<file path="src/ssu_pkg.sv">
package ssu_pkg;

  ////////////////////////////////////////////////////////////////////////////
  // Register byte offsets on the APB port.
  localparam logic [7:0] OFS_CTRL  = 8'h00;
  localparam logic [7:0] OFS_BAUD  = 8'h04;
  localparam logic [7:0] OFS_TXD   = 8'h08;
  localparam logic [7:0] OFS_RXD   = 8'h0C;
  localparam logic [7:0] OFS_STS   = 8'h10;
  localparam logic [7:0] OFS_MASK  = 8'h14;
  localparam logic [7:0] OFS_STATE = 8'h18;

  ////////////////////////////////////////////////////////////////////////////
  // Control register field positions.
  localparam int CTL_EN  = 0;  // Block enable.
  localparam int CTL_MST = 1;  // Master role when set.
  localparam int CTL_HDX = 2;  // Half duplex when set.
  localparam int CTL_MSB = 3;  // Most significant bit first when set.
  localparam int CTL_POL = 4;  // Idle level of the shift clock.
  localparam int CTL_PHA = 5;  // Shift on leading edge when set.
  localparam int CTL_WID = 8;  // Three bits: data bits minus one.

  // Status and mask bit positions.
  localparam int ST_TXE  = 0;  // Transmit buffer emptied.
  localparam int ST_RXF  = 1;  // Receive buffer filled.
  localparam int ST_RERR = 2;  // Receive overrun.
  localparam int ST_PERR = 3;  // Select dropped inside a frame.
  localparam int ST_BERR = 4;  // Slave clock edges too close.
  localparam int ST_TERR = 5;  // Transmit underrun or overwrite.

  ////////////////////////////////////////////////////////////////////////////
  // Values after reset.
  localparam logic [8:0]  CFG_RST  = 9'h1C0;
  localparam logic [15:0] BAUD_RST = 16'h0003;
  localparam logic [5:0]  MASK_RST = 6'h00;
  localparam logic [3:0]  SYNC_RST = 4'h8;

  // Fewest system clocks accepted between two slave clock edges.
  localparam logic [3:0]  SLV_MIN_GAP = 4'h2;

  ////////////////////////////////////////////////////////////////////////////
  // Frame engine states.
  typedef enum logic [1:0] {
    ST_IDLE  = 2'b01,
    ST_SHIFT = 2'b10
  } ssu_state_t;

  // Configuration carried as one word.
  typedef struct packed {
    logic [2:0] wid_m1;
    logic       pha;
    logic       pol;
    logic       msb;
    logic       hdx;
    logic       mst;
    logic       en;
  } ssu_cfg_t;

  // Event and status bits, bit 5 first.
  typedef struct packed {
    logic terr;
    logic berr;
    logic perr;
    logic rerr;
    logic rxf;
    logic txe;
  } ssu_evt_t;

endpackage

</file>
<file path="src/ssu_baud_gen.sv">
`timescale 1ns/1ps
// Half-period tick generator for the master shift clock.
module ssu_baud_gen (
  input  logic        sys_clk,
  input  logic        reset_n,
  input  logic        run,
  input  logic [15:0] reload,
  output logic        tick
);

  // Down counter; one tick every reload plus one clocks.
  logic [15:0] cnt_q;
  logic [15:0] cnt_d;

  ////////////////////////////////////////////////////////////////////////////
  // The counter is preset while stopped so the first half period is whole.
  assign tick  = run & (cnt_q == 16'h0000);
  assign cnt_d = (~run | tick) ? reload : cnt_q - 16'h0001;

  // Counter register.
  always_ff @(posedge sys_clk or negedge reset_n) begin
    if (!reset_n) begin
      cnt_q <= ssu_pkg::BAUD_RST;
    end else begin
      cnt_q <= cnt_d;
    end
  end

endmodule

</file>
<file path="src/ssu_sync_serial.sv">
// Implementation choices: the address map and the APB interface to the registers.
`timescale 1ns/1ps
// Contract
// - Master clock comes from 16-bit baud generator.
// - Slave shifts on the external master's clock.
// - Full duplex and half duplex both supported.
// - Frame width programmable, two to eight bits.
// - Shift order selectable, LSB or MSB first.
// - Shift clock idle level selectable.
// - Data shifts on leading or trailing edge.
// - Transmit and receive paths double buffered.
// - Interrupt when transmit buffer becomes empty.
// - Interrupt when receive buffer becomes full.
// - Error interrupt on four detected faults.
// - Data lines routed to pins by role.
// - Clock driven as master, taken as slave.
module ssu_sync_serial (
  input  logic        sys_clk,
  input  logic        reset_n,
  input  logic        psel,
  input  logic        penable,
  input  logic        pwrite,
  input  logic [7:0]  paddr,
  input  logic [31:0] pwdata,
  output logic [31:0] prdata,
  output logic        pready,
  output logic        pslverr,
  output logic        irq,
  input  logic        shift_clk_pin_i,
  output logic        master_shift_clock_out,
  output logic        shift_clk_pin_oe,
  input  logic        master_out_slave_in_pin_i,
  output logic        master_out_slave_in_pin_o,
  output logic        master_out_slave_in_pin_oe,
  input  logic        master_in_slave_out_pin_i,
  output logic        master_in_slave_out_pin_o,
  output logic        master_in_slave_out_pin_oe,
  input  logic        slave_select_n_i
);

  ////////////////////////////////////////////////////////////////////////////
  // Helpers.

  // A width field of zero is taken as two bits.
  function automatic logic [2:0] eff_wm1(input logic [2:0] f);
    return (f == 3'h0) ? 3'h1 : f;
  endfunction

  // Moves a word between the low bits and the top of the byte.
  function automatic logic [7:0] align(input logic [7:0] d, input logic [2:0] m,
                                       input logic left);
    logic [2:0] sh;
    sh = 3'h7 - m;
    return left ? (d << sh) : (d >> sh);
  endfunction

  ////////////////////////////////////////////////////////////////////////////
  // Registers and state.
  ssu_pkg::ssu_cfg_t   cfg_q;      // Control register.
  logic [15:0]         baud_q;     // Baud reload value.
  logic [5:0]          msk_q;      // Interrupt mask.
  ssu_pkg::ssu_evt_t   sts_q;      // Sticky status.
  ssu_pkg::ssu_evt_t   sts_d;      // Next status.
  ssu_pkg::ssu_evt_t   evt;        // Events of this cycle.
  ssu_pkg::ssu_state_t state_q;    // Frame engine state.
  ssu_pkg::ssu_state_t state_d;    // Next engine state.
  logic [7:0]          txbuf_q;    // Transmit buffer.
  logic                tx_full_q;  // Transmit buffer holds a word.
  logic [7:0]          rxbuf_q;    // Receive buffer.
  logic                rx_full_q;  // Receive buffer holds a word.
  logic [7:0]          tx_sh_q;    // Transmit shift register.
  logic [7:0]          rx_sh_q;    // Receive shift register.
  logic [3:0]          hcnt_q;     // Clock edges seen in the frame.
  logic                sclk_q;     // Master shift clock level.
  logic                drive_q;    // Data pin driven this frame.
  logic [3:0]          gap_q;      // Clocks since last slave edge.
  logic [3:0]          sy1_q;      // Pin synchroniser, first stage.
  logic [3:0]          sy2_q;      // Pin synchroniser, second stage.
  logic                s_prev_q;   // Slave clock one cycle back.
  logic [31:0]         prdata_q;   // Read data held for the access.

  ////////////////////////////////////////////////////////////////////////////
  // APB decode; every access completes without wait states.
  wire acc    = psel & penable;
  wire wr     = acc & pwrite;
  wire rd     = acc & ~pwrite;
  wire h_ctl  = paddr == ssu_pkg::OFS_CTRL;
  wire h_bd   = paddr == ssu_pkg::OFS_BAUD;
  wire h_tx   = paddr == ssu_pkg::OFS_TXD;
  wire h_rx   = paddr == ssu_pkg::OFS_RXD;
  wire h_st   = paddr == ssu_pkg::OFS_STS;
  wire h_mk   = paddr == ssu_pkg::OFS_MASK;
  wire h_sta  = paddr == ssu_pkg::OFS_STATE;
  wire h_any  = h_ctl | h_bd | h_tx | h_rx | h_st | h_mk | h_sta;

  // Unmapped addresses answer with an error and read as zero.
  assign pready  = 1'b1;
  assign pslverr = acc & ~h_any;
  assign prdata  = prdata_q;

  ////////////////////////////////////////////////////////////////////////////
  // Synchronised pins: 0 clock, 1 out pin, 2 in pin, 3 select.
  wire s_clk = sy2_q[0];
  wire sel_n = sy2_q[3];

  // Pins come from another domain, so two flops before any use.
  always_ff @(posedge sys_clk or negedge reset_n) begin
    if (!reset_n) begin
      sy1_q    <= ssu_pkg::SYNC_RST;
      sy2_q    <= ssu_pkg::SYNC_RST;
      s_prev_q <= 1'b0;
    end else begin
      sy1_q    <= {slave_select_n_i, master_in_slave_out_pin_i,
                   master_out_slave_in_pin_i, shift_clk_pin_i};
      sy2_q    <= sy1_q;
      s_prev_q <= s_clk;
    end
  end

  ////////////////////////////////////////////////////////////////////////////
  // Clock edges of the running frame.
  wire       busy = state_q == ssu_pkg::ST_SHIFT;
  wire [2:0] wm1  = eff_wm1(cfg_q.wid_m1);
  wire       tick;

  // Master half periods; the generator only runs during a frame.
  ssu_baud_gen u_baud (
    .sys_clk (sys_clk),
    .reset_n (reset_n),
    .run     (busy & cfg_q.mst),
    .reload  (baud_q),
    .tick    (tick)
  );

  // Slave frames follow the received clock instead of the generator.
  wire s_edge = s_clk ^ s_prev_q;
  wire lead   = cfg_q.mst ? (sclk_q == cfg_q.pol)
                          : (s_prev_q == cfg_q.pol);
  wire edge_e = busy & (cfg_q.mst ? tick : s_edge);

  // Sample on one edge of the pair, change the output on the other.
  wire smp_e  = edge_e & (lead ^ cfg_q.pha);
  wire shf_e  = edge_e & ~(lead ^ cfg_q.pha)
              & ~(cfg_q.pha & (hcnt_q == 4'h0));

  // The frame ends on its last clock edge, two per bit.
  wire done   = edge_e & (hcnt_q == {wm1, 1'b1});

  ////////////////////////////////////////////////////////////////////////////
  // Frame start and abort conditions.
  wire m_start = ~busy & cfg_q.en & cfg_q.mst & tx_full_q;
  wire s_start = ~busy & cfg_q.en & ~cfg_q.mst & ~sel_n;
  wire start   = m_start | s_start;
  wire tx_take = start & tx_full_q;
  wire abort   = busy & ~cfg_q.mst & sel_n;
  wire b_err   = busy & ~cfg_q.mst & s_edge
               & (gap_q < ssu_pkg::SLV_MIN_GAP);

  ////////////////////////////////////////////////////////////////////////////
  // Data paths. In half duplex both ends share one data wire.
  wire rxd = (cfg_q.hdx ^ cfg_q.mst) ? sy2_q[2] : sy2_q[1];
  wire [7:0] rx_sh_s = cfg_q.msb ? {rx_sh_q[6:0], rxd}
                                 : {rxd, rx_sh_q[7:1]};
  wire [7:0] rx_nx   = smp_e ? rx_sh_s : rx_sh_q;
  wire [7:0] tx_sh_s = cfg_q.msb ? {tx_sh_q[6:0], 1'b0}
                                 : {1'b0, tx_sh_q[7:1]};
  wire [7:0] tx_load = ~tx_full_q ? 8'h00 : cfg_q.msb ? align(txbuf_q, wm1, 1'b1) : txbuf_q;
  wire       ob      = cfg_q.msb ? tx_sh_q[7] : tx_sh_q[0];

  // Buffer access from the bus.
  wire tx_wr = wr & h_tx;
  wire rx_rd = rd & h_rx;
  wire tx_ok = ~tx_full_q | tx_take;

  ////////////////////////////////////////////////////////////////////////////
  // Pin drive. Master drives clock and out pin, slave the in pin.
  assign master_shift_clock_out     = sclk_q;
  assign shift_clk_pin_oe           = cfg_q.en & cfg_q.mst;
  assign master_out_slave_in_pin_o  = ob;
  assign master_out_slave_in_pin_oe = cfg_q.en & cfg_q.mst
                                    & (~cfg_q.hdx | busy);
  assign master_in_slave_out_pin_o  = ob;
  assign master_in_slave_out_pin_oe = cfg_q.en & ~cfg_q.mst & busy
                                    & drive_q & ~sel_n;

  ////////////////////////////////////////////////////////////////////////////
  // Events feeding the sticky status.
  assign evt.txe  = tx_take;
  assign evt.rxf  = done;
  assign evt.rerr = done & rx_full_q & ~rx_rd;
  assign evt.perr = abort;
  assign evt.berr = b_err;
  assign evt.terr = (s_start & ~tx_full_q & ~cfg_q.hdx)
                  | (tx_wr & ~tx_ok);

  // Writing one clears a bit; a new event wins over the clear.
  wire [5:0] w1c = (wr & h_st) ? pwdata[5:0] : 6'h00;
  assign sts_d = (sts_q & ~w1c) | evt;
  assign irq   = |(sts_q & msk_q);

  ////////////////////////////////////////////////////////////////////////////
  // Read multiplexer, sampled in the setup phase.
  wire [4:0]  sta = {sel_n, cfg_q.mst ? sclk_q : s_clk, rx_full_q, tx_full_q, busy};
  wire [31:0] rdv = h_ctl ? {21'h000000, cfg_q.wid_m1, 2'b00, cfg_q[5:0]}
                  : h_bd  ? {16'h0000, baud_q}
                  : h_tx  ? {24'h000000, txbuf_q}
                  : h_rx  ? {24'h000000, rxbuf_q}
                  : h_st  ? {26'h0000000, sts_q}
                  : h_mk  ? {26'h0000000, msk_q}
                  : h_sta ? {27'h0000000, sta}
                  : 32'h00000000;

  ////////////////////////////////////////////////////////////////////////////
  // Engine state: a frame ends at its last edge, on abort or on disable.
  always_comb begin
    state_d = state_q;
    unique case (state_q)
      ssu_pkg::ST_IDLE: begin
        if (start) begin
          state_d = ssu_pkg::ST_SHIFT;
        end
      end
      ssu_pkg::ST_SHIFT: begin
        if (done | abort | ~cfg_q.en) begin
          state_d = ssu_pkg::ST_IDLE;
        end
      end
    endcase
  end

  ////////////////////////////////////////////////////////////////////////////
  // Software registers.
  always_ff @(posedge sys_clk or negedge reset_n) begin
    if (!reset_n) begin
      cfg_q    <= ssu_pkg::CFG_RST;
      baud_q   <= ssu_pkg::BAUD_RST;
      msk_q    <= ssu_pkg::MASK_RST;
      sts_q    <= '0;
      prdata_q <= 32'h00000000;
    end else begin
      if (wr & h_ctl) begin
        cfg_q <= ssu_pkg::ssu_cfg_t'({pwdata[ssu_pkg::CTL_WID +: 3], pwdata[5:0]});
      end
      if (wr & h_bd) begin
        baud_q <= pwdata[15:0];
      end
      if (wr & h_mk) begin
        msk_q <= pwdata[5:0];
      end
      sts_q <= sts_d;
      if (psel & ~penable) begin
        prdata_q <= rdv;
      end
    end
  end

  ////////////////////////////////////////////////////////////////////////////
  // Buffers: a word waits here while the shifter is busy.
  always_ff @(posedge sys_clk or negedge reset_n) begin
    if (!reset_n) begin
      txbuf_q   <= 8'h00;
      tx_full_q <= 1'b0;
      rxbuf_q   <= 8'h00;
      rx_full_q <= 1'b0;
    end else begin
      // A write while full is dropped and flagged.
      if (tx_wr & tx_ok) begin
        txbuf_q <= pwdata[7:0];
      end
      tx_full_q <= (tx_wr & tx_ok) | (tx_full_q & ~tx_take);
      // A finished word overwrites an unread one.
      if (done) begin
        rxbuf_q <= cfg_q.msb ? rx_nx : align(rx_nx, wm1, 1'b0);
      end
      rx_full_q <= done | (rx_full_q & ~rx_rd);
    end
  end

  ////////////////////////////////////////////////////////////////////////////
  // Shifter, edge count and clock level.
  always_ff @(posedge sys_clk or negedge reset_n) begin
    if (!reset_n) begin
      state_q <= ssu_pkg::ST_IDLE;
      tx_sh_q <= 8'h00;
      rx_sh_q <= 8'h00;
      hcnt_q  <= 4'h0;
      sclk_q  <= 1'b0;
      drive_q <= 1'b0;
      gap_q   <= 4'h0;
    end else begin
      state_q <= state_d;
      // The first bit sits on the line before the first edge.
      if (start) begin
        tx_sh_q <= tx_load;
        drive_q <= tx_full_q | ~cfg_q.hdx;
      end else if (shf_e) begin
        tx_sh_q <= tx_sh_s;
      end
      rx_sh_q <= start ? 8'h00 : rx_nx;
      hcnt_q  <= start ? 4'h0 : hcnt_q + {3'h0, edge_e};
      // Toggles on each tick, holds between ticks in a frame, rests at the idle level outside a frame.
      sclk_q  <= (busy & cfg_q.mst & tick) ? ~sclk_q
               : busy ? sclk_q : cfg_q.pol;
      // Measures slave half periods for the rate check.
      if (s_edge) begin
        gap_q <= 4'h0;
      end else if (gap_q != 4'hF) begin
        gap_q <= gap_q + 4'h1;
      end
    end
  end

  ////////////////////////////////////////////////////////////////////////////
  // Checking helpers: samples per frame and master half period.
  logic [3:0]  smp_q;
  logic [15:0] hp_q;

  always_ff @(posedge sys_clk or negedge reset_n) begin
    if (!reset_n) begin
      smp_q <= 4'h0;
      hp_q  <= 16'h0000;
    end else begin
      smp_q <= start ? 4'h0 : smp_q + {3'h0, smp_e};
      hp_q  <= (start | tick) ? 16'h0000 : hp_q + 16'h0001;
    end
  end
endmodule

</file>
<file path="config.mk">
export PLATFORM = sky130hd
export DESIGN_NAME = ssu_sync_serial
export DESIGN_NICKNAME = d
export VERILOG_FILES = /design/src/ssu_pkg.sv /design/src/ssu_baud_gen.sv /design/src/ssu_sync_serial.sv
export SDC_FILE = /design/constraint.sdc
export NUM_CORES = 1
export LEC_CHECK = 0
export BUFFER_PORTS_ARGS = -buffer_cell sky130_fd_sc_hd__buf_2
export CAP_MARGIN = 25
export CORE_UTILIZATION = 52
export CTS_BUF_LIST = sky130_fd_sc_hd__clkbuf_4 sky130_fd_sc_hd__clkbuf_8 sky130_fd_sc_hd__clkbuf_16
export CTS_CLUSTER_SIZE = 8
export DETAILED_ROUTE_END_ITERATION = 8
export PLACE_DENSITY = 0.71
export SYNTH_ARGS = -nofsm -noshare
export SYNTH_HDL_FRONTEND = slang
export SYNTH_SLANG_ARGS = --single-unit
</file>
<file path="constraint.sdc">
create_clock -name sys_clk -period 8.45 [get_ports sys_clk]
set_input_delay 2.535 -clock sys_clk [delete_from_list [all_inputs] [get_ports sys_clk]]
set_output_delay 2.535 -clock sys_clk [all_outputs]
set_load 0.1 [all_outputs]
</file>
==> out/results.ini <==
[sta]
fmax_ghz=0.1435
hold_viol_final=0
fin_crit_ps=6966
setup_violations=0
clock_skew_ps=7.967
slew_headroom_pct=36.02
period_share_pct=82.44
final_max_slew_viol_count=0
rsz0062_at_grt=false
final.setup.tns_ps=0
worst_pin_slew_ps=959.8
setup_ws_ps=1484

[die]
core-area_sq_um=12670
rows=41
fp.dieW_microns=116.3
io_pins=90
start_util_pct=53.63
die_h_microns=116.3
dieArea_sq_um=13530

[hold_path]
holdPathStages=0
hold_end=sy2_q[2]
hold_path_class=register to register
min-delay-start=sy1_q[2]

[clocking]
cts_resized=0
clk_latency_ps=420
cts_setup_buffers=0
cts_root_buf=clkbuf_16
numClockSinks=124
cts_hold_buf=0
cts_inserted_buffers=17
cts_tree=yes
htreeDepth=4
path_clk_slew_ps=50
clockBufferDepth=2

[power_and_ir_drop]
powerDensity_nw_per_um2=279.2
p_leak_nw=3.415
vdd_drop_max_mv=0.1375

[logic_synthesis]
yosys_warnings=0
synth_area_leaders=dfrtp_1 42%, mux2_2 8.5%, mux2i_1 5.3%, nand2_1 5.0%, o21ai_0 3.9%
async_flop_share_pct=100.0
netlist_instances=682
syn_area_per_cell_sq_um=9.964
synth-seq-area-share_pct=45.85
synth-seq-cells=124
synth.distinct_cells=63
yosys_most_used_dff=dfrtp_1
synth_top_cell_area_share_pct=41.98
synthesis.area_sq_um=6795
synth-edff-count=0
synth_top_cell_by_area=dfrtp_1

[setup_path]
reg2regPathDepth=10
crit_type=input port to output port
crit_path_start=paddr[2]
end_kind=output port
timing.rr.end=rxbuf_q[5]
crit_required_ps=5920
ff2ff_setup_slack_ps=5510
worstPathArrival_ps=4430
start_kind=input port
cp_max_fo=28
r2r_start=u_baud.cnt_q[0]

[routing]
vias_per_cell=5.929
drtIter0Drc=457
wire_per_inst_microns=17.86
detail-route-antenna-nets=0
num_vias=5354
drc=0
wl_microns=16130
first_pass_iters=5

[final_layout]
diodes=0
instances_no_fill=903
n_fill_cell=1080
finalInstanceArea_sq_um=7709
syn_to_final_growth_pct=13.44
nNetsFinal=772
final_util_pct=60.84
drive_above_1_share_pct=23.53

[status]
status=finished clean

[place]
io_buffers=56
pre_cts_ws_ps=1489
dp.cells=869
dp_hpwl_microns=11400
dpl_cell_area_sq_um=7068
place_congestion=0.8282

[grt]
grt_pass1_wl_microns=25700
grt_use_total_pct=25.34
gr-total-overflow=0
antenna_found_initial=0
grt_start_max_net_pins=76
grt_pass1_vias=5104

[run]
maxCapViolations=0

[cells in the mapped netlist, drive strengths merged (6+ instances only)]
master and n:
a31oi 8, nor2 52, nand2b 7, mux2 52
nand2 90, a211o 6, inv 9, xor2 8
nand3 14, o31ai 7, mux2i 37, clkbuf 33
xnor2 14, nor3 17, o21ai 53, nor4 7
buf 27, nor2b 10, a211oi 9, dfrtp 114
a21oi 25, dfstp 10
[through the flow]
stage	power, mW	hold WS, ps
finish	2.152	345.6
floorplan	1.292	331.2
global placement	1.399	331.8
CTS	2.158	343.5
detailed placement	1.425	335.5
global route	2.269	347.7
[layout by cell type (no fill, tap or decap), types with 6 or more instances in the layout]
cell type,Yosys,layout
nand3_1,14,14
nand2b_1,7,7
a211o_1,6,6
a211oi_1,8,8
a31oi_1,8,8
xor2_1,8,8
inv_1,9,9
nor3_1,17,17
conb_1,2,17
dfstp_2,10,10
o31ai_1,7,7
nand2_1,90,90
clkbuf_16,0,17
dfrtp_1,114,113
buf_2,4,55
mux2i_1,36,36
o21ai_0,53,53
a21oi_1,25,25
mux2_2,51,51
nor2_1,52,52
xnor2_1,14,14
nor2b_1,10,10
[worst max-delay path, cell delays in order]
cell,delay (ps)
buf_2,440
or4b_2,650
nor2_1,390
a211oi_1,100
buf_2,310
[cell families after synthesis]
logic type | synth area share [%]
AO/OA/AOI/OAI | 14.18
XOR/XNOR | 2.836
adder cells (fa/ha/maj) | 0.9206
buffers and inverters | 5.100
flip-flops | 45.85
multiplexers | 15.58
other | 0.1105
AND/OR/NAND/NOR | 15.43
[cell type report]
class | count | area, sq um | share of cell area [%]
multi-input combinational | 504 | 3390 | 43.97
sequential | 124 | 3117 | 40.43
inverter | 9 | 33.78 | 0.4382
clock buffer | 25 | 510.5 | 6.622
clock inverter | 7 | 87.58 | 1.136
tap | 172 | 215.2 | 2.792
timing repair buffer | 62 | 355.3 | 4.610
[report_power, final]
part	leakage [nW]	switching (mW)	internal, mW	total (mW)
combinational	1.50	0.364	0.238	0.602
sequential	1.61	0.122	0.705	0.826
clock	0.301	0.248	0.475	0.723
[flip-flops by register name, indices dropped and copies added, names as in the netlist]
name,cells
rxbuf_q,8
u_baud.cnt_q,16
prdata,16
s_prev_q,1
tx_full_q,1
sts_q,6
cfg_q,9
rx_full_q,1
msk_q,6
tx_sh_q,8
hcnt_q,4
txbuf_q,8
rx_sh_q,8
sy2_q,4
gap_q,4
state_q,2
sy1_q,4
drive_q,1
master_shift_clock_out,1
baud_q,16
[how the worst max path moves through the flow]
stage              end  slack (ps)  depth (start not counted)
3_3_place_gp   pslverr        1520                          5
5_1_grt        pslverr        1370                          5
4_1_cts        pslverr        1490                          5
6_report       pslverr        1480                          5
3_5_place_dp   pslverr        1490                          5
2_1_floorplan  pslverr         210                          5
[routing by layer]
metal  vias to the layer above  part of all wire [%]  GRT usage [%]
met5                         -                     0              0
met3                        34                   5.2          6.591
met2                       200                    47          39.37
li1                       2487                     -              -
met4                         0                   2.6          11.88
met1                      2633                    45          33.22
No activity file was read; power rests on OpenSTA's default activity.
